### src/fsw_pkg.sv
// Constants for the fail-safe I/O image and watchdog block
`default_nettype none

package fsw_pkg;

	// ----------------------------------------------------------------
	// Timing
	// ----------------------------------------------------------------
	localparam int CLK_NS = 10;
	localparam int MS_NS = 1000000;
	localparam int MS_CYC = MS_NS / CLK_NS;
	localparam int TEST_NS = 2000;
	localparam int TEST_CYC = (TEST_NS + CLK_NS - 1) / CLK_NS;

	// ----------------------------------------------------------------
	// Image sizes in bytes and channel counts
	// ----------------------------------------------------------------
	localparam int DI_IN_BYTES = 9;
	localparam int DI_OUT_BYTES = 5;
	localparam int DQ_IN_BYTES = 6;
	localparam int DQ_OUT_BYTES = 6;
	localparam int DI_CH = 16;
	localparam int DQ_CH = 4;

	// ----------------------------------------------------------------
	// Register byte offsets
	// ----------------------------------------------------------------
	localparam logic [7:0] OFS_CTRL = 8'h00;
	localparam logic [7:0] OFS_DI_ACT = 8'h04;
	localparam logic [7:0] OFS_DI_PASS = 8'h08;
	localparam logic [7:0] OFS_DQ_CFG = 8'h0C;
	localparam logic [7:0] OFS_MON_OWN = 8'h10;
	localparam logic [7:0] OFS_MON_DEF = 8'h14;
	localparam logic [7:0] OFS_FRAME = 8'h18;
	localparam logic [7:0] OFS_DI_IMG0 = 8'h1C;
	localparam logic [7:0] OFS_DI_IMG1 = 8'h20;
	localparam logic [7:0] OFS_DI_IMG2 = 8'h24;
	localparam logic [7:0] OFS_DQ_IMG0 = 8'h28;
	localparam logic [7:0] OFS_DQ_IMG1 = 8'h2C;
	localparam logic [7:0] OFS_DQ_OIMG0 = 8'h30;
	localparam logic [7:0] OFS_DQ_OIMG1 = 8'h34;
	localparam logic [7:0] OFS_STATUS = 8'h38;
	localparam logic [7:0] OFS_DEST = 8'h3C;

	// ----------------------------------------------------------------
	// Field positions
	// ----------------------------------------------------------------
	localparam int CTRL_PAIR = 0;
	localparam int CTRL_SCT = 1;
	localparam int CTRL_OWN_MON = 2;
	localparam int CTRL_REINT = 3;
	localparam int DQ_PASS_LSB = 4;
	localparam int FRM_OK = 4;
	localparam int FRM_DEST_LSB = 8;
	localparam int FRM_SEQ_LSB = 16;
	localparam int STAT_SC_LSB = 16;

	// ----------------------------------------------------------------
	// Reset values
	// ----------------------------------------------------------------
	localparam logic [3:0] CTRL_RST = 4'h2;
	localparam logic [15:0] DI_ACT_RST = 16'hFFFF;
	localparam logic [7:0] DQ_CFG_RST = 8'h0F;
	localparam logic [15:0] MON_DEF_RST = 16'h0096;
	localparam logic [7:0] DEST_RST = 8'h01;

	// Watchdog states, Gray along safe -> arm -> run
	typedef enum logic [1:0] {
		ST_SAFE = 2'b00,
		ST_ARM = 2'b01,
		ST_RUN = 2'b11
	} fsw_state_t;

endpackage

`default_nettype wire

### src/fsw_top.sv
// Fail-safe I/O image mapping, validity bits and frame watchdog
//
// Contract
// - Single mode: values bytes 0-1, validity bytes 2-3
// - Paired mode: validity only in byte 2
// - Paired channels report through lower channel bit
// - Validity bit high for good, low bad
// - Passivated channel or module clears validity
// - Watchdog enters safe state without fresh frame
// - Output values low nibble, validity returned likewise
// - Output module uses six in, six out bytes
// - Monitoring time defaults to controller-wide value
// - Cleared activation marks output channel unused
// - Input short-circuit test can be disabled
// - Input module uses nine in, five out bytes
`timescale 1ns/1ps
`default_nettype none

module fsw_top import fsw_pkg::*; #(
	parameter int MS_CYCLES = MS_CYC
) (
	input wire logic SYS_CLK,
	input wire logic RST_N,
	input wire logic [7:0] PADDR,
	input wire logic PSEL,
	input wire logic PENABLE,
	input wire logic PWRITE,
	input wire logic [31:0] PWDATA,
	output logic [31:0] PRDATA,
	output logic PREADY,
	output logic PSLVERR,
	input wire logic [15:0] DI_PIN,
	output logic [3:0] DQ_PIN,
	output logic SENSOR_SUPPLY,
	output logic SAFE_STATE
);

	// ----------------------------------------------------------------
	// Helpers
	// ----------------------------------------------------------------
	// Word w of a packed byte image, bytes beyond the image read zero
	function automatic logic [31:0] img_word(input logic [95:0] v,
			input int w);
		img_word = v[32 * w +: 32];
	endfunction

	// ----------------------------------------------------------------
	// Pin synchroniser
	// ----------------------------------------------------------------
	logic [15:0] s1_r, s2_r, s3_r, di_f_r, di_f_nxt;

	// Accept a change once second and third stage agree
	always_comb begin
		di_f_nxt = di_f_r;
		for (int i = 0; i < DI_CH; i++) begin
			if (s2_r[i] == s3_r[i]) begin
				di_f_nxt[i] = s3_r[i];
			end
		end
	end

	always_ff @(posedge SYS_CLK or negedge RST_N) begin
		if (!RST_N) begin
			s1_r <= 16'h0000;
			s2_r <= 16'h0000;
			s3_r <= 16'h0000;
			di_f_r <= 16'h0000;
		end else begin
			s1_r <= DI_PIN;
			s2_r <= s1_r;
			s3_r <= s2_r;
			di_f_r <= di_f_nxt;
		end
	end

	// ----------------------------------------------------------------
	// Millisecond tick and short-circuit test pulse
	// ----------------------------------------------------------------
	logic [31:0] ms_cnt_r, ms_cnt_nxt;
	logic [15:0] tst_cnt_r, tst_cnt_nxt;
	logic ms_tick;
	logic tst_on;
	logic tst_end;
	logic [3:0] ctrl_r, ctrl_nxt;

	assign ms_tick = (ms_cnt_r == 32'(MS_CYCLES - 1));
	assign tst_on = (tst_cnt_r != 16'h0000);
	assign tst_end = (tst_cnt_r == 16'h0001);

	// Divider, and a test pulse started on a tick when enabled and no pulse is running
	always_comb begin
		ms_cnt_nxt = ms_tick ? 32'h0000_0000 : ms_cnt_r + 32'h0000_0001;
		tst_cnt_nxt = tst_cnt_r;
		if (tst_on) begin
			tst_cnt_nxt = tst_cnt_r - 16'h0001;
		end else if (ms_tick && ctrl_r[CTRL_SCT]) begin
			tst_cnt_nxt = 16'(TEST_CYC);
		end
	end

	always_ff @(posedge SYS_CLK or negedge RST_N) begin
		if (!RST_N) begin
			ms_cnt_r <= 32'h0000_0000;
			tst_cnt_r <= 16'h0000;
		end else begin
			ms_cnt_r <= ms_cnt_nxt;
			tst_cnt_r <= tst_cnt_nxt;
		end
	end

	// ----------------------------------------------------------------
	// Configuration registers
	// ----------------------------------------------------------------
	logic [15:0] di_act_r, di_act_nxt;
	logic [15:0] di_pass_r, di_pass_nxt;
	logic [7:0] dq_cfg_r, dq_cfg_nxt;
	logic [15:0] mon_own_r, mon_own_nxt;
	logic [15:0] mon_def_r, mon_def_nxt;
	logic [7:0] dest_r, dest_nxt;
	logic wr_acc;
	logic rd_setup;
	logic reint_req;
	logic frame_wr;

	assign wr_acc = PSEL && PENABLE && PWRITE;
	assign rd_setup = PSEL && !PENABLE && !PWRITE;
	assign reint_req = wr_acc && (PADDR == OFS_CTRL) && PWDATA[CTRL_REINT];
	assign frame_wr = wr_acc && (PADDR == OFS_FRAME);

	// Writes take effect in the access phase
	always_comb begin
		ctrl_nxt = ctrl_r;
		di_act_nxt = di_act_r;
		di_pass_nxt = di_pass_r;
		dq_cfg_nxt = dq_cfg_r;
		mon_own_nxt = mon_own_r;
		mon_def_nxt = mon_def_r;
		dest_nxt = dest_r;
		ctrl_nxt[CTRL_REINT] = 1'b0;
		if (wr_acc) begin
			if (PADDR == OFS_CTRL) begin
				ctrl_nxt = {1'b0, PWDATA[2:0]};
			end else if (PADDR == OFS_DI_ACT) begin
				di_act_nxt = PWDATA[15:0];
			end else if (PADDR == OFS_DI_PASS) begin
				di_pass_nxt = PWDATA[15:0];
			end else if (PADDR == OFS_DQ_CFG) begin
				dq_cfg_nxt = PWDATA[7:0];
			end else if (PADDR == OFS_MON_OWN) begin
				mon_own_nxt = PWDATA[15:0];
			end else if (PADDR == OFS_MON_DEF) begin
				mon_def_nxt = PWDATA[15:0];
			end else if (PADDR == OFS_DEST) begin
				dest_nxt = PWDATA[7:0];
			end
		end
	end

	always_ff @(posedge SYS_CLK or negedge RST_N) begin
		if (!RST_N) begin
			ctrl_r <= CTRL_RST;
			di_act_r <= DI_ACT_RST;
			di_pass_r <= 16'h0000;
			dq_cfg_r <= DQ_CFG_RST;
			mon_own_r <= 16'h0000;
			mon_def_r <= MON_DEF_RST;
			dest_r <= DEST_RST;
		end else begin
			ctrl_r <= ctrl_nxt;
			di_act_r <= di_act_nxt;
			di_pass_r <= di_pass_nxt;
			dq_cfg_r <= dq_cfg_nxt;
			mon_own_r <= mon_own_nxt;
			mon_def_r <= mon_def_nxt;
			dest_r <= dest_nxt;
		end
	end

	// ----------------------------------------------------------------
	// Frame check and watchdog
	// ----------------------------------------------------------------
	fsw_state_t st_r, st_nxt;
	logic [15:0] seq_r, seq_nxt;
	logic [15:0] age_r, age_nxt;
	logic [3:0] dq_val_r, dq_val_nxt;
	logic [15:0] mon_time;
	logic frame_good;
	logic expired;

	// Own time only when selected and non-zero
	assign mon_time = (ctrl_r[CTRL_OWN_MON] && mon_own_r != 16'h0000) ?
		mon_own_r : mon_def_r;
	// Valid, addressed to us, and exactly one past the last sequence number
	assign frame_good = frame_wr && PWDATA[FRM_OK] &&
		(PWDATA[FRM_DEST_LSB +: 8] == dest_r) &&
		(PWDATA[FRM_SEQ_LSB +: 16] == seq_r + 16'h0001);
	assign expired = (age_r >= mon_time);

	// Safe -> arm on reintegration, arm -> run on a good frame
	always_comb begin
		st_nxt = st_r;
		seq_nxt = seq_r;
		age_nxt = age_r;
		dq_val_nxt = dq_val_r;
		if (ms_tick && !expired) begin
			age_nxt = age_r + 16'h0001;
		end
		if (frame_good) begin
			seq_nxt = PWDATA[FRM_SEQ_LSB +: 16];
			age_nxt = 16'h0000;
			dq_val_nxt = PWDATA[3:0];
		end
		case (st_r)
			ST_SAFE: begin
				dq_val_nxt = 4'h0;
				if (reint_req) begin
					st_nxt = ST_ARM;
					age_nxt = 16'h0000;
				end
			end
			ST_ARM: begin
				if (frame_good) begin
					st_nxt = ST_RUN;
				end else if (expired) begin
					st_nxt = ST_SAFE;
				end
			end
			ST_RUN: begin
				if (expired && !frame_good) begin
					st_nxt = ST_SAFE;
				end
			end
			default: begin
				st_nxt = ST_SAFE;
			end
		endcase
	end

	always_ff @(posedge SYS_CLK or negedge RST_N) begin
		if (!RST_N) begin
			st_r <= ST_ARM;
			seq_r <= 16'h0000;
			age_r <= 16'h0000;
			dq_val_r <= 4'h0;
		end else begin
			st_r <= st_nxt;
			seq_r <= seq_nxt;
			age_r <= age_nxt;
			dq_val_r <= dq_val_nxt;
		end
	end

	// ----------------------------------------------------------------
	// Short-circuit fault capture and input hold
	// ----------------------------------------------------------------
	logic [15:0] sc_flt_r, sc_flt_nxt;
	logic [15:0] di_use_r, di_use_nxt;

	// Input still high with supply off means a short to supply
	always_comb begin
		sc_flt_nxt = sc_flt_r;
		di_use_nxt = tst_on ? di_use_r : di_f_r;
		if (tst_end) begin
			sc_flt_nxt = sc_flt_r | (di_f_r & di_act_r);
		end else if (reint_req) begin
			sc_flt_nxt = 16'h0000;
		end
	end

	always_ff @(posedge SYS_CLK or negedge RST_N) begin
		if (!RST_N) begin
			sc_flt_r <= 16'h0000;
			di_use_r <= 16'h0000;
		end else begin
			sc_flt_r <= sc_flt_nxt;
			di_use_r <= di_use_nxt;
		end
	end

	// ----------------------------------------------------------------
	// Process images
	// ----------------------------------------------------------------
	logic [71:0] di_img_r, di_img_nxt;
	logic [47:0] dq_img_r, dq_img_nxt;
	logic [47:0] dq_oimg_r, dq_oimg_nxt;
	logic [15:0] ch_ok;
	logic [3:0] dq_ok;
	logic [7:0] pair_ok;
	logic run;

	assign run = (st_r == ST_RUN);
	// Good channel: active, not passivated, no fault, module running
	assign ch_ok = di_act_r & ~di_pass_r & ~sc_flt_r & {16{run}};
	assign dq_ok = dq_cfg_r[3:0] & ~dq_cfg_r[DQ_PASS_LSB +: 4] &
		{4{run}};
	// Pair i with i+8, both good and in agreement
	assign pair_ok = ch_ok[7:0] & ch_ok[15:8] &
		~(di_use_r[7:0] ^ di_use_r[15:8]);

	// Assemble input and output images in byte order
	always_comb begin
		di_img_nxt = 72'h0;
		dq_img_nxt = 48'h0;
		dq_oimg_nxt = 48'h0;
		if (ctrl_r[CTRL_PAIR]) begin
			di_img_nxt[7:0] = di_use_r[7:0] & pair_ok;
			di_img_nxt[23:16] = pair_ok;
		end else begin
			di_img_nxt[15:0] = di_use_r & ch_ok;
			di_img_nxt[31:16] = ch_ok;
		end
		dq_oimg_nxt[3:0] = dq_val_r;
		dq_img_nxt[3:0] = dq_ok;
	end

	always_ff @(posedge SYS_CLK or negedge RST_N) begin
		if (!RST_N) begin
			di_img_r <= 72'h0;
			dq_img_r <= 48'h0;
			dq_oimg_r <= 48'h0;
		end else begin
			di_img_r <= di_img_nxt;
			dq_img_r <= dq_img_nxt;
			dq_oimg_r <= dq_oimg_nxt;
		end
	end

	// ----------------------------------------------------------------
	// Pin outputs
	// ----------------------------------------------------------------
	logic [3:0] dq_pin_r, dq_pin_nxt;
	logic sup_r, sup_nxt;
	logic safe_r, safe_nxt;

	// Outputs de-energised unless running and channel good
	always_comb begin
		dq_pin_nxt = dq_val_r & dq_ok;
		sup_nxt = !tst_on;
		safe_nxt = (st_r == ST_SAFE);
	end

	always_ff @(posedge SYS_CLK or negedge RST_N) begin
		if (!RST_N) begin
			dq_pin_r <= 4'h0;
			sup_r <= 1'b1;
			safe_r <= 1'b0;
		end else begin
			dq_pin_r <= dq_pin_nxt;
			sup_r <= sup_nxt;
			safe_r <= safe_nxt;
		end
	end

	assign DQ_PIN = dq_pin_r;
	assign SENSOR_SUPPLY = sup_r;
	assign SAFE_STATE = safe_r;

	// ----------------------------------------------------------------
	// APB read path and response
	// ----------------------------------------------------------------
	logic [31:0] rdata_r, rdata_nxt;
	logic [95:0] di_pad;
	logic [95:0] dq_pad;
	logic [95:0] dqo_pad;
	logic mapped;

	assign di_pad = {24'h0, di_img_r};
	assign dq_pad = {48'h0, dq_img_r};
	assign dqo_pad = {48'h0, dq_oimg_r};
	assign mapped = (PADDR[1:0] == 2'b00) && (PADDR <= OFS_DEST);

	// Read data captured in the setup phase
	always_comb begin
		rdata_nxt = rdata_r;
		if (rd_setup) begin
			if (PADDR == OFS_CTRL) begin
				rdata_nxt = {29'h0, ctrl_r[2:0]};
			end else if (PADDR == OFS_DI_ACT) begin
				rdata_nxt = {16'h0, di_act_r};
			end else if (PADDR == OFS_DI_PASS) begin
				rdata_nxt = {16'h0, di_pass_r};
			end else if (PADDR == OFS_DQ_CFG) begin
				rdata_nxt = {24'h0, dq_cfg_r};
			end else if (PADDR == OFS_MON_OWN) begin
				rdata_nxt = {16'h0, mon_own_r};
			end else if (PADDR == OFS_MON_DEF) begin
				rdata_nxt = {16'h0, mon_def_r};
			end else if (PADDR == OFS_FRAME) begin
				rdata_nxt = {seq_r, 12'h0, dq_val_r};
			end else if (PADDR == OFS_DI_IMG0) begin
				rdata_nxt = img_word(di_pad, 0);
			end else if (PADDR == OFS_DI_IMG1) begin
				rdata_nxt = img_word(di_pad, 1);
			end else if (PADDR == OFS_DI_IMG2) begin
				rdata_nxt = img_word(di_pad, 2);
			end else if (PADDR == OFS_DQ_IMG0) begin
				rdata_nxt = img_word(dq_pad, 0);
			end else if (PADDR == OFS_DQ_IMG1) begin
				rdata_nxt = img_word(dq_pad, 1);
			end else if (PADDR == OFS_DQ_OIMG0) begin
				rdata_nxt = img_word(dqo_pad, 0);
			end else if (PADDR == OFS_DQ_OIMG1) begin
				rdata_nxt = img_word(dqo_pad, 1);
			end else if (PADDR == OFS_STATUS) begin
				rdata_nxt = {sc_flt_r, 14'h0, st_r};
			end else if (PADDR == OFS_DEST) begin
				rdata_nxt = {24'h0, dest_r};
			end else begin
				rdata_nxt = 32'h0000_0000;
			end
		end
	end

	always_ff @(posedge SYS_CLK or negedge RST_N) begin
		if (!RST_N) begin
			rdata_r <= 32'h0000_0000;
		end else begin
			rdata_r <= rdata_nxt;
		end
	end

	// Zero-wait slave; unmapped or misaligned addresses flag an error
	assign PRDATA = rdata_r;
	assign PREADY = 1'b1;
	assign PSLVERR = PSEL && PENABLE && !mapped;

endmodule // fsw_top

`default_nettype wire

### config.mk
export PLATFORM = sky130hd
export DESIGN_NAME = fsw_top
export DESIGN_NICKNAME = d
export VERILOG_FILES = /design/src/fsw_pkg.sv /design/src/fsw_top.sv
export SDC_FILE = /design/constraint.sdc
export NUM_CORES = 1
export LEC_CHECK = 0
export ABC_AREA = 0
export BUFFER_PORTS_ARGS = -buffer_cell sky130_fd_sc_hd__buf_2
export CAP_MARGIN = 20
export CORE_MARGIN = 2
export CORE_UTILIZATION = 55
export CTS_BUF_LIST = sky130_fd_sc_hd__clkbuf_2 sky130_fd_sc_hd__clkbuf_4 sky130_fd_sc_hd__clkbuf_8
export CTS_CLUSTER_DIAMETER = 60
export DETAILED_ROUTE_END_ITERATION = 6
export GPL_TIMING_DRIVEN = 1
export PLACE_DENSITY_LB_ADDON = 0.3
export SLEW_MARGIN = 20
export SYNTH_ARGS = -nofsm -noshare
export SYNTH_HDL_FRONTEND = slang
export SYNTH_SLANG_ARGS = --single-unit
### constraint.sdc
create_clock -name SYS_CLK -period 7.5 [get_ports SYS_CLK]
set_input_delay 0.75 -clock SYS_CLK [delete_from_list [all_inputs] [get_ports SYS_CLK]]
set_output_delay 0.75 -clock SYS_CLK [all_outputs]
set_load 0.01 [all_outputs]
**Word-level counts from Yosys, hierarchy flattened**

Index checks and enable logic that the tools add are counted.

- Flip-flop bits (word level): 343
- Input port bits: 61
- Output and inout port bits: 40
- Logic and storage cells: 185

- Add/subtract/negate cells: 4
- $lt $le $gt $ge: 2
- Equal/unequal tests: 40
- Multiplexer cells: 37
- Bitwise gates (word level): 23
- Reductions and logical operators: 38

Operators with widths:

| cell | number |
|---|---|
| two-way mux 32 bit | 16 |
| two-way mux 16 bit | 9 |
| AND 16 bit | 5 |
| equality test 8 x 6 -> 1 bit (second input constant) | 8 |
| two-way mux 8 bit | 5 |
| adder 16 x 1 -> 16 bit (second input constant) | 2 |
| adder 32 x 1 -> 32 bit (second input constant) | 1 |
| equality test 32 x 17 -> 1 bit (second input constant) | 1 |
| equality test 8 x 5 -> 1 bit (second input constant) | 4 |
| inverter 16 bit | 2 |
| nonzero test 16 bit | 2 |
| AND 8 bit | 3 |
| equality test 1 bit | 16 |
| equality test 16 x 1 -> 1 bit (second input constant) | 1 |
| equality test 16 bit | 1 |
| equality test 8 x 4 -> 1 bit (second input constant) | 2 |
| greater-or-equal comparator 16 bit | 1 |
| logical AND 1 bit | 16 |
| OR 16 bit | 1 |
| subtractor 16 x 1 -> 16 bit (second input constant) | 1 |
| AND 4 bit | 3 |
| equality test 8 x 3 -> 1 bit (second input constant) | 1 |
| equality test 8 bit | 1 |
| <= comparator 8 x 6 -> 1 bit (second input constant) | 1 |
| 23 further kinds | 41 |

**Longest topological paths before layout**

Gate-level depths: netlist of run 1.

- Depth in word-level cells: 17
- Gate-level depth with buffers: 14
- Gate-level depth less buffers: 11

**Worst setup path before layout of run 1**

OpenSTA, ideal clock, no wires.

- Path type: register -> register
- Start point: register mon_own_r[15]
- End point: register age_r[5]
- Setup time: 144 ps
- Arrival: 3,594 ps
- Data required time: 7,356 ps
- Slack: 3,763 ps
- Cell stages (with the launch flop): 14
- Path buffers: 3
- Period minus slack after synthesis: 3,737 ps
- Path through: dfrtp_1 > nor4_1 > a41oi_1 > clkbuf_1 > mux2i_1 > ha_1 > a221o_1 > a31oi_1 > o211ai_1 > a211o_1 > clkbuf_1 > clkbuf_1 > o21ai_0 > a21oi_1

- Longest elaborated chain between the ends: 10

RTL lines:

| element | line | source |
|---|---|---|
| start: declaration | fsw_top.sv:117 | `logic [15:0] mon_own_r, mon_own_nxt;` |
| start signal: assignment | fsw_top.sv:173 | `mon_own_r <= mon_own_nxt;` |
| nonzero test 16 bit | fsw_top.sv:191 | `assign mon_time = (ctrl_r[CTRL_OWN_MON] && mon_own_r != 16'h0000) ?` |
| logical AND 1 bit | fsw_top.sv:191 |  |
| two-way mux 16 bit * | fsw_top.sv:191 |  |
| greater-or-equal comparator 16 bit * | fsw_top.sv:197 | `assign expired = (age_r >= mon_time);` |
| logical NOT 1 bit * | fsw_top.sv:205 | `if (ms_tick && !expired) begin` |
| logical AND 1 bit * | fsw_top.sv:205 |  |
| two-way mux 16 bit * | fsw_top.sv:205 |  |
| two-way mux 16 bit * | fsw_top.sv:208 | `if (frame_good) begin` |
| two-way mux 16 bit | fsw_top.sv:216 | `if (reint_req) begin` |
| two-way mux 16 bit * | fsw_top.sv:213 | `case (st_r)` |
| via age_nxt[5] | fsw_top.sv:184 | `logic [15:0] age_r, age_nxt;` |
| end signal: assignment | fsw_top.sv:248 | `age_r <= age_nxt;` |
| end: declaration | fsw_top.sv:184 |  |

The timed path passes the listed nets; every way through them passes the cells marked *.
A chain may end at the register's enable or synchronous reset.

**Worst setup path after layout of run 1**

- Start point: register mon_own_r[11]
- End point: register age_r[15]

Same word-level chain as after synthesis.

==> reports/metrics.csv, run 1 <==
stage;metric;value;unit
route;viasPerCell;6.03;
floorplan;core-area;0.0276;mm²
cells_and_area;area_growth_syn_to_layout;13.5;%
route;dr.pass1.iters;7;
worst_setup_path;crit_fanout;24;
synthesis;synth_area_leaders;dfrtp_1 51%, mux2_2 6.7%, dfstp_2 4.8%;
run_status;status;complete, but fails checks;
timing;slew_headroom;0.241;
cells_and_area;final_cells;1882;
synthesis;yosysMostFrequentCell;dfrtp_1;
timing;whs;0.169;ns
pwr;power.leakage;0.00790;µW
worst_setup_path;critical_path_class;reg -> reg;
global_route;grt_use_total;0.279;
job;drv_cap;0;
clocking;clockBufferDepth;3;
worst_hold_path;min_path_type;in -> async;
floorplan;die_area;0.0293;mm²
clocking;h-tree-depth;2;
global_route;grt_pass1_wl;62.6;mm
floorplan;die_y;171;µm
synthesis;yosysWarnings;0;
cells_and_area;final_util;0.632;
clocking;insertion_delay;0.61;ns
synthesis;ys_seq_area_frac;0.560;
timing;finalSetupViolCount;0;
clocking;cts_resized;0;
floorplan;num_rows;61;
synthesis;yosysTopAreaCellShare;0.512;
synthesis;ys_ff_latch;343;
clocking;cts_made_buffers;55;
route;routed_wl;39.9;mm
route;wl_per_cell;21.2;µm
placement;gp_congestion;0.919;
cells_and_area;stdcell_area;0.0175;mm²
worst_setup_path;cp-end-kind;register;
timing;worst_pin_slew;1.13;ns
timing;min_period;4.06;ns
synthesis;ys_async_sr_fraction;1.00;
route;antenna_left;0;
timing;hold_viol;0;
route;vias;11300;
synthesis;synth_common_cells;315 x dfrtp_1, 149 x nand2_1, 92 x mux2_2;
worst_setup_path;crit_arrival;4.56;ns
synthesis;yosysTopAreaCell;dfrtp_1;
synthesis;syn_area;0.0154;mm²
run_status;violations;DRC;
cells_and_area;drive_gt1_frac;0.246;
placement;placed_cell_area;0.0162;mm²
synthesis;synth_fp_nets;1431;
timing;rsz0062_at_grt;false;
pwr;ir_drop;0.000125;V
global_route;antenna_found_initial;0;
global_route;grt_max_degree;99;
timing;fin_crit_sh;0.542;
clocking;cts_root_buf;clkbuf_8;
timing;fmax;246;MHz
pwr;p_per_area;222;mW/mm²
clocking;numClockSinks;343;
floorplan;initial_core_util;0.557;
synthesis;syn_avg_cell_area;11.4;µm²
placement;portBuffers;99;
timing;final_max_slew_viol_count;0;
timing;fin_setup_tns;0;ns
cells_and_area;diodes;0;
synthesis;synth_edf_count;0;
floorplan;pin_count;101;
synthesis;netlist_instances;1349;
clocking;tritoncts;built;
synthesis;synth.distinct_cells;78;
placement;dpl.cell_count;1779;
clocking;path_clk_slew;0.06;ns
global_route;overflow;0;
route;drcViolationCount;2;
floorplan;dieWidth;171;µm
timing;clock_skew;0.0316;ns
cells_and_area;fin_nets;1540;
worst_setup_path;cp-start-kind;register;
worst_setup_path;required;8.00;ns
route;first_iter_violations;1190;
clocking;postCtsSetupRepairBufs;0;
global_route;grt_pass1_vias;11300;
clocking;cts_hold_buf;0;
synthesis;ys.flop_type;dfrtp_1;
placement;dp.final_hpwl;28.3;mm
## layout by cell type, fill, tap and decap left out, types with 6 or more instances in the layout
cell type	instances
xor2_1	40
nor4b_1	8
nand3_1	29
or3_1	15
nor2_1	73
buf_4	10
a31oi_1	21
inv_1	12
mux2i_1	26
nand2_1	148
nand4_1	21
mux2_1	8
nor3_1	17
nor2b_1	7
and3_1	15
dfstp_2	28
o31ai_1	11
clkinv_2	6
dfrtp_1	315
or4b_2	14
clkbuf_8	69
nor4_1	20
maj3_1	16
o21ai_0	79
clkbuf_4	22
nor3b_1	6
a21oi_1	67
xnor2_1	41
and2_1	29
and4_1	8
buf_2	98
ha_1	21
mux2_2	92
a222oi_1	24
## state kept, by name, indices dropped and copies added, names as in the netlist, 8 cells and up
name and cells:
di_act_r 16, age_r 16, mon_def_r 16, PRDATA 32, seq_r 16, di_img_r 32, dest_r 8, tst_cnt_r 16
dq_cfg_r 8, s1_r 16, mon_own_r 16, s3_r 16, sc_flt_r 16, ms_cnt_r 32, s2_r 16, di_f_r 16
di_pass_r 16, di_use_r 16
## report_power, final
part           switching, µW  leakage [µW]  internal, µW  total, µW
logic                    121       0.00292          62.6        184
clock network            751      0.000665          1010       1760
registers               39.1       0.00431          1890       1930
## metrics by stage
stage | total power, µW | setup WS (ns)
floorplan | 2040 | 3.76
global placement | 2140 | 3.14
detailed placement | 2150 | 3.08
CTS | 3910 | 3.54
global route | 4030 | 3.24
finish | 3880 | 3.44
## cell families (layout without fill, tap and decap cells)
logic type | Yosys count | after routing | synth area share
other cells | 1 | 1 | 0.000244
flops | 343 | 343 | 0.560
compound gates | 247 | 247 | 0.102
mux | 126 | 126 | 0.0901
fa+ha+maj | 37 | 37 | 0.0275
simple gates | 444 | 444 | 0.155
buf+inv | 70 | 225 | 0.0189
xor+xnor | 81 | 81 | 0.0461
## cell type report
class / instances / area, µm²
Fill cell: 2231 / 10200
Sequential cell: 343 / 8620
Multi-Input combinational cell: 936 / 6500
Clock buffer: 91 / 1110
Timing Repair Buffer: 109 / 581
Tap cell: 378 / 473
Clock inverter: 12 / 131
Inverter: 13 / 48.8
## critical path, cell delays in order (launching register included)
cell and delay, ns:
dfrtp_1 0.42, nor4_1 0.57, a41oi_2 0.21, buf_4 0.26, mux2i_1 0.15, ha_1 0.32, a221o_1 0.35, a31oi_1 0.15
o211ai_1 0.22, a211o_1 0.57, or4_1 0.59, a21oi_1 0.17
## path summary, 6_finish.rpt
check	to	cells past startpoint	from	slack (ns)
worst max-delay path	age_r[15]	11	mon_own_r[11]	3.44
worst min-delay path	mon_def_r[0]	1	RST_N	0.17
worst max register to register	age_r[15]	11	mon_own_r[11]	3.44
worst min register to register	s2_r[7]	0	s1_r[7]	0.34
max in group asynchronous	di_pass_r[10]	2	RST_N	5.82
min in group SYS_CLK	s1_r[6]	1	DI_PIN[6]	0.26
## routing by layer
metal,track usage,part of all wire,vias up
met5,0,0,-
met4,0.142,0.052,0
met3,0.0449,0.066,136
met2,0.435,0.46,484
met1,0.380,0.42,5594
li1,-,-,5127
No activity file was read; power rests on OpenSTA's default activity.
==> inputs of run 2 (changes only) <==
==> constraint.sdc (replaced) <==
create_clock -name SYS_CLK -period 3.6 [get_ports SYS_CLK]
set_input_delay 0.36 -clock SYS_CLK [delete_from_list [all_inputs] [get_ports SYS_CLK]]
set_output_delay 0.36 -clock SYS_CLK [all_outputs]
set_load 0.01 [all_outputs]
==> run 2 against run 1 <==
Compared with the run above: the run now ends clean; largest cell class unchanged; non-clock buffer count increased by 53; worst hold slack got worse by 0.16 ns; largest power group unchanged; die area unchanged.
==> reports/metrics.csv, run 2 (synthesis results as in run 1) <==
stage;metric;value;unit;change
cells_and_area;diodes;0;;unchanged
worst_setup_path;max_stage_delay;0.41;ns;was 0.59 ns
worst_hold_path;min_path_type;in -> reg;;was in -> async
worst_hold_path;whs_path_depth;2;;
worst_setup_path;crit_fanout;23;;was 24
timing;fin_crit_sh;0.967;;was 0.542
route;routed_wl;40.4;mm;was 39.9 mm
worst_setup_path;crit_arrival;3.99;ns;was 4.56 ns
timing;slew_headroom;0.373;;was 0.241
cells_and_area;regArea;0.00862;mm²;unchanged
worst_hold_path;hold_end;seq_r[13];;
floorplan;core-area;0.0276;mm²;unchanged
cells_and_area;fillers;2178;;was 2,231
route;drcViolationCount;0;;was 2
job;drv_cap;0;;unchanged
pwr;ir_drop;0.000284;V;was 0.000125 V
global_route;grt_use_total;0.277;;was 0.279
global_route;grt_pass1_vias;11300;;about the same
placement;gp_congestion;0.951;;was 0.919
clocking;h-tree-depth;2;;unchanged
clocking;clockBufferDepth;3;;unchanged
timing;min_period;3.48;ns;was 4.06 ns
timing;final_max_slew_viol_count;0;;unchanged
route;wl_per_cell;20.9;µm;was 21.2 µm
pwr;p_per_area;457;mW/mm²;was 222 mW/mm²
worst_setup_path;crit_family;compound AO/OA/AOI/OAI gates;;unchanged
clocking;numClockSinks;343;;unchanged
floorplan;num_rows;61;;unchanged
cells_and_area;fin_nets;1595;;was 1,540
worst_setup_path;path_buf_inv;2;;was 1
global_route;grt_pass1_wl;62.5;mm;was 62.6 mm
cells_and_area;layout_commonest_cell;dfrtp_1;;unchanged
placement;portBuffers;99;;unchanged
clocking;cts_root_buf;clkbuf_8;;unchanged
floorplan;pin_count;101;;unchanged
timing;whs;0.0130;ns;was 0.169 ns
worst_setup_path;r2r_slack;0.12;ns;was 3.44 ns
worst_setup_path;cp-end-kind;register;;unchanged
placement;dp.final_hpwl;28.5;mm;was 28.3 mm
worst_hold_path;hp-start;PWDATA[29];;
floorplan;dieWidth;171;µm;unchanged
route;dr.pass1.iters;7;;unchanged
timing;fmax;287;MHz;was 246 MHz
route;first_iter_violations;1135;;was 1,190
floorplan;die_area;0.0293;mm²;unchanged
clocking;tritoncts;built;;unchanged
worst_setup_path;cp-start-kind;register;;unchanged
timing;clock_skew;0.0254;ns;was 0.0316 ns
timing;worst_pin_slew;0.928;ns;was 1.13 ns
worst_setup_path;required;4.11;ns;was 8.00 ns
worst_setup_path;critical_path_class;reg -> reg;;unchanged
route;viasPerCell;5.99;;was 6.03
cells_and_area;area_growth_syn_to_layout;17.2;%;was 13.5%
run_status;status;completed;;was complete, but fails checks
cells_and_area;final_cell_mix;315 x dfrtp_1, 148 x nand2_1, 99 x buf_2;;was 315 x dfrtp_1, 148 x nand2_1, 98 x buf_2
floorplan;initial_core_util;0.557;;unchanged
global_route;overflow;0;;unchanged
route;antenna_left;0;;unchanged
global_route;antenna_found_initial;0;;unchanged
worst_setup_path;crit_slowest_cell;dfrtp_1;;was or4_1
timing;finalSetupViolCount;0;;unchanged
global_route;grt_max_degree;92;;was 99
clocking;path_clk_slew;0.06;ns;about the same
clocking;insertion_delay;0.60;ns;was 0.61 ns
timing;hold_viol;0;;unchanged
pwr;p_total;8250;µW;was 3880 µW
pwr;power.leakage;0.00820;µW;was 0.00790 µW
worst_setup_path;rr_worst_depth;13;;was 11
route;vias;11600;;was 11,300
worst_setup_path;path_cells;nor4_2, buf_4, a41oi_2, mux2_2, ha_1, nand2b_1, a21o_1, a211oi_2, o211ai_1, a211o_1, buf_6, or3_1, a21oi_2;;was nor4_1, a41oi_2, buf_4, mux2i_1, ha_1, a221o_1, a31oi_1, o211ai_1, a211o_1, or4_1, a21oi_1
clocking;cts_made_buffers;57;;was 55
floorplan;die_y;171;µm;unchanged
cells_and_area;final_util;0.653;;was 0.632
worst_setup_path;worstReg2RegStart;mon_own_r[15];;was mon_own_r[11]
worst_setup_path;reg2reg_to;age_r[3];;was age_r[15]
cells_and_area;multiInputGateArea;0.00652;mm²;was 0.00650 mm²
cells_and_area;drive_gt1_frac;0.263;;was 0.246
[run 2: changes by cell type in the layout (fill, tap and decap cells not counted), sizes merged]
cell	before	now
buf	109	142
clkbuf	91	96
clkinvlp	1	2
dlygate4sd3	0	20
clkinv	9	6
[run 2: stage by stage]
step,setup slack [ns],std cells,setup TNS [ns],instance area (µm²)
final,0.117,1938,0,18000
after floorplan,0.0605,1349,0,15400
after global placement,0.232,1808,0,16500
after CTS,0.169,1934,0,18000
after detailed placement,0.211,1808,0,16500
after global routing,-0.0436,1938,-0.137,18000
[run 2: worst max-delay path by stage]
stage	from	to	slack (ns)	cells after the start
after global placement	mon_own_r[11]	age_r[12]	0.23	12
after global routing	mon_own_r[15]	age_r[3]	-0.04	13
final	mon_own_r[15]	age_r[3]	0.12	13
after CTS	mon_own_r[11]	age_r[4]	0.17	12
after detailed placement	mon_own_r[11]	age_r[15]	0.21	12
after floorplan	mon_own_r[12]	age_r[5]	0.06	13
[run 2: worst reg2reg max path, stage by stage (launching register included)]
cell and delay, ns:
dfrtp_1 0.41, nor4_2 0.30, buf_4 0.17, a41oi_2 0.16, mux2_2 0.31, ha_1 0.27
nand2b_1 0.14, a21o_1 0.20, a211oi_2 0.25, o211ai_1 0.16, a211o_1 0.31, buf_6 0.17
or3_1 0.38, a21oi_2 0.18
[run 2: repair_timing]
action / CTS / global route
setup endpoints to repair: 0 / 12
hold buffers: 20 / 0
gates resized for setup: 0 / 6
setup buffers: 0 / 3
endpoints found under the hold margin: 82 / 0
[run 2: report_power, final]
group | leakage [µW] | total [µW] | internal [µW] | switching (µW)
Sequential | 0.00431 | 4030 | 3950 | 80.4
Combinational | 0.00320 | 423 | 162 | 261
Clock | 0.000693 | 3800 | 2240 | 1560
[run 2: metal layers]
| metal | part of all wire | global-route usage |
|---|---|---|
| met1 | 0.41 | 0.373 |
| met2 | 0.47 | 0.443 |
| met3 | 0.074 | 0.0479 |
| met4 | 0.040 | 0.127 |
| met5 | 0 | 0 |
[run 2: cell type report]
class,count,share of cell area
sequential,343,0.478
multi-input combinational,936,0.361
clock buffer,96,0.0663
timing repair buffer,162,0.0594
tap,378,0.0262
clock inverter,10,0.00618
inverter,13,0.00271
==> inputs of run 3 (changes only) <==
==> constraint.sdc (replaced) <==
create_clock -name SYS_CLK -period 4.4 [get_ports SYS_CLK]
set_input_delay 0.44 -clock SYS_CLK [delete_from_list [all_inputs] [get_ports SYS_CLK]]
set_output_delay 0.44 -clock SYS_CLK [all_outputs]
set_load 0.01 [all_outputs]
==> run 3 against run 2 <==
Compared with the run above: the run now ends with DRC left; global-route usage shrank 0.41 points; cell count shrank 1.5%; via count shrank 2.1%; clock skew grew 0.012 ns; total power shrank 17%; critical endpoint is now age_r[15]; largest cell class unchanged.
==> reports/metrics.csv, run 3 (synthesis results as in run 1) <==
stage;metric;value;unit;change
pwr;p_clk_frac;0.470;;was 0.460
clocking;cts_resized;0;;unchanged
global_route;overflow;0;;unchanged
worst_hold_path;hold_end;seq_r[7];;was seq_r[13]
route;routed_wl;39.4;mm;was 40.4 mm
global_route;grt_max_degree;130;;was 92
placement;dp.final_hpwl;28.0;mm;was 28.5 mm
placement;pre_cts_ws;0.533;ns;was 0.211 ns
cells_and_area;area_growth_syn_to_layout;15.7;%;was 17.2%
global_route;grt_pass1_wl;61.0;mm;was 62.5 mm
floorplan;initial_core_util;0.557;;unchanged
placement;gp_congestion;0.934;;was 0.951
cells_and_area;final_cell_mix;315 x dfrtp_1, 148 x nand2_1, 98 x buf_2;;was 315 x dfrtp_1, 148 x nand2_1, 99 x buf_2
worst_setup_path;worstReg2RegStart;mon_own_r[12];;was mon_own_r[15]
timing;worst_pin_slew;1.01;ns;was 0.928 ns
timing;finalSetupViolCount;0;;unchanged
clocking;tritoncts;built;;unchanged
worst_setup_path;crit_family;compound AO/OA/AOI/OAI gates;;unchanged
worst_hold_path;whs_path_depth;2;;unchanged
clocking;clockBufferDepth;3;;unchanged
worst_setup_path;critical_path_class;reg -> reg;;unchanged
timing;clock_skew;0.0371;ns;was 0.0254 ns
clocking;postCtsSetupRepairBufs;0;;unchanged
cells_and_area;diodes;0;;unchanged
clocking;cts_hold_buf;17;;was 20
clocking;cts_root_buf;clkbuf_8;;unchanged
worst_setup_path;r2r_slack;0.49;ns;was 0.12 ns
timing;hold_viol;0;;unchanged
worst_setup_path;path_buf_inv;1;;was 2
placement;portBuffers;99;;unchanged
timing;setup_ws;0.492;ns;was 0.117 ns
route;wl_per_cell;20.7;µm;was 20.9 µm
worst_setup_path;crit_arrival;4.42;ns;was 3.99 ns
timing;slew_headroom;0.327;;was 0.373
floorplan;core-area;0.0276;mm²;unchanged
cells_and_area;fillers;2208;;was 2,178
floorplan;num_rows;61;;unchanged
worst_setup_path;rr_worst_depth;11;;was 13
timing;fin_setup_tns;0;ns;unchanged
cells_and_area;layout_commonest_cell;dfrtp_1;;unchanged
global_route;antenna_found_initial;0;;unchanged
route;drcViolationCount;17;;was 0
pwr;p_per_area;383;mW/mm²;was 457 mW/mm²
global_route;grt_use_total;0.273;;was 0.277
worst_setup_path;path_cells;nor4_1, a41oi_2, buf_4, mux2i_1, ha_1, a221o_1, a31oi_1, o211ai_1, a211o_1, or4_1, a21oi_1;;was nor4_2, buf_4, a41oi_2, mux2_2, ha_1, nand2b_1, a21o_1, a211oi_2, o211ai_1, a211o_1, buf_6, or3_1, a21oi_2
cells_and_area;fin_nets;1565;;was 1,595
pwr;p_int;5260;µW;was 6340 µW
pwr;p_seq_frac;0.483;;was 0.488
route;vias;11400;;was 11,600
worst_setup_path;cp-start-kind;register;;unchanged
floorplan;die_area;0.0293;mm²;unchanged
pwr;p_switching;1570;µW;was 1900 µW
floorplan;die_y;171;µm;unchanged
timing;fmax;256;MHz;was 287 MHz
run_status;status;complete, but fails checks;;was completed
global_route;grt_pass1_vias;11100;;was 11,300
worst_setup_path;crit_slowest_cell;or4_1;;was dfrtp_1
cells_and_area;drive_gt1_frac;0.248;;was 0.263
pwr;power.leakage;0.00806;µW;was 0.00820 µW
job;drv_cap;0;;unchanged
worst_setup_path;reg2reg_to;age_r[15];;was age_r[3]
route;viasPerCell;5.96;;was 5.99
timing;rsz0062_at_grt;false;;
pwr;combPwrFrac;0.047;;was 0.051
worst_hold_path;hp-start;PWDATA[23];;was PWDATA[29]
route;antenna_left;0;;unchanged
route;first_iter_violations;1060;;was 1,135
worst_setup_path;max_stage_delay;0.59;ns;was 0.41 ns
worst_hold_path;min_path_type;in -> reg;;unchanged
worst_setup_path;required;4.91;ns;was 4.11 ns
clocking;h-tree-depth;2;;unchanged
floorplan;dieWidth;171;µm;unchanged
route;dr.pass1.iters;7;;unchanged
pwr;switching_share;0.229;;was 0.231
timing;final_max_slew_viol_count;0;;unchanged
clocking;insertion_delay;0.61;ns;was 0.60 ns
pwr;ir_drop;0.000268;V;was 0.000284 V
worst_setup_path;cp-end-kind;register;;unchanged
timing;min_period;3.91;ns;was 3.48 ns
timing;fin_crit_sh;0.888;;was 0.967
clocking;cts_made_buffers;55;;was 57
run_status;violations;DRC;;
clocking;path_clk_slew;0.06;ns;about the same
clocking;numClockSinks;343;;unchanged
worst_setup_path;crit_fanout;24;;was 23
floorplan;pin_count;101;;unchanged
==> run 3: metrics by stage <==
step	instance area, µm²	cells	total power, µW	hold slack [ns]	utilization
finish	17800	1908	6820	0.0738	0.644
floorplan	15400	1349	3480	0.144	-
detailed placement	16300	1787	3660	0.335	0.590
global placement	16300	1787	3650	0.333	0.590
global route	17800	1908	7070	0.0600	0.644
CTS	17800	1908	6880	0.0523	0.644
==> run 3: final cells by class <==
| cell class | count | area [µm²] | area share |
|---|---|---|---|
| multi-input cells | 936 | 6490 | 0.365 |
| repair buffers | 134 | 836 | 0.0470 |
| inverters | 13 | 48.8 | 0.00274 |
| clock buffers | 86 | 1060 | 0.0598 |
| well taps | 378 | 473 | 0.0266 |
| clock inverters | 18 | 264 | 0.0148 |
| flip-flops and latches | 343 | 8620 | 0.484 |
==> run 3: how the worst max path moves through the flow <==
| stage | startpoint | end | slack, ns | depth (start not counted) |
|---|---|---|---|---|
| 2_1_floorplan | mon_own_r[15] | age_r[5] | 0.66 | 13 |
| 4_1_cts | mon_own_r[12] | age_r[15] | 0.47 | 11 |
| 3_5_place_dp | mon_own_r[12] | age_r[15] | 0.53 | 11 |
| 6_report | mon_own_r[12] | age_r[15] | 0.49 | 11 |
| 5_1_grt | mon_own_r[12] | age_r[15] | 0.21 | 11 |
| 3_3_place_gp | mon_own_r[12] | age_r[15] | 0.62 | 11 |
==> run 3: power groups by stage <==
stage	Sequential [µW]	Combinational (µW)	Clock, µW
6_report	3290	323	3200
5_1_grt	3300	362	3400
4_1_cts	3290	327	3260
3_5_place_dp	3350	314	0
3_3_place_gp	3350	307	0
2_1_floorplan	3320	155	0
==> run 3: layer usage <==
| metal | GRT usage | up-vias | routed length (µm) |
|---|---|---|---|
| met5 | 0 | - | 0 |
| met4 | 0.120 | 0 | 1600 |
| met3 | 0.0520 | 100 | 2610 |
| met2 | 0.436 | 413 | 18500 |
| met1 | 0.366 | 5665 | 16700 |
| li1 | - | 5185 | - |
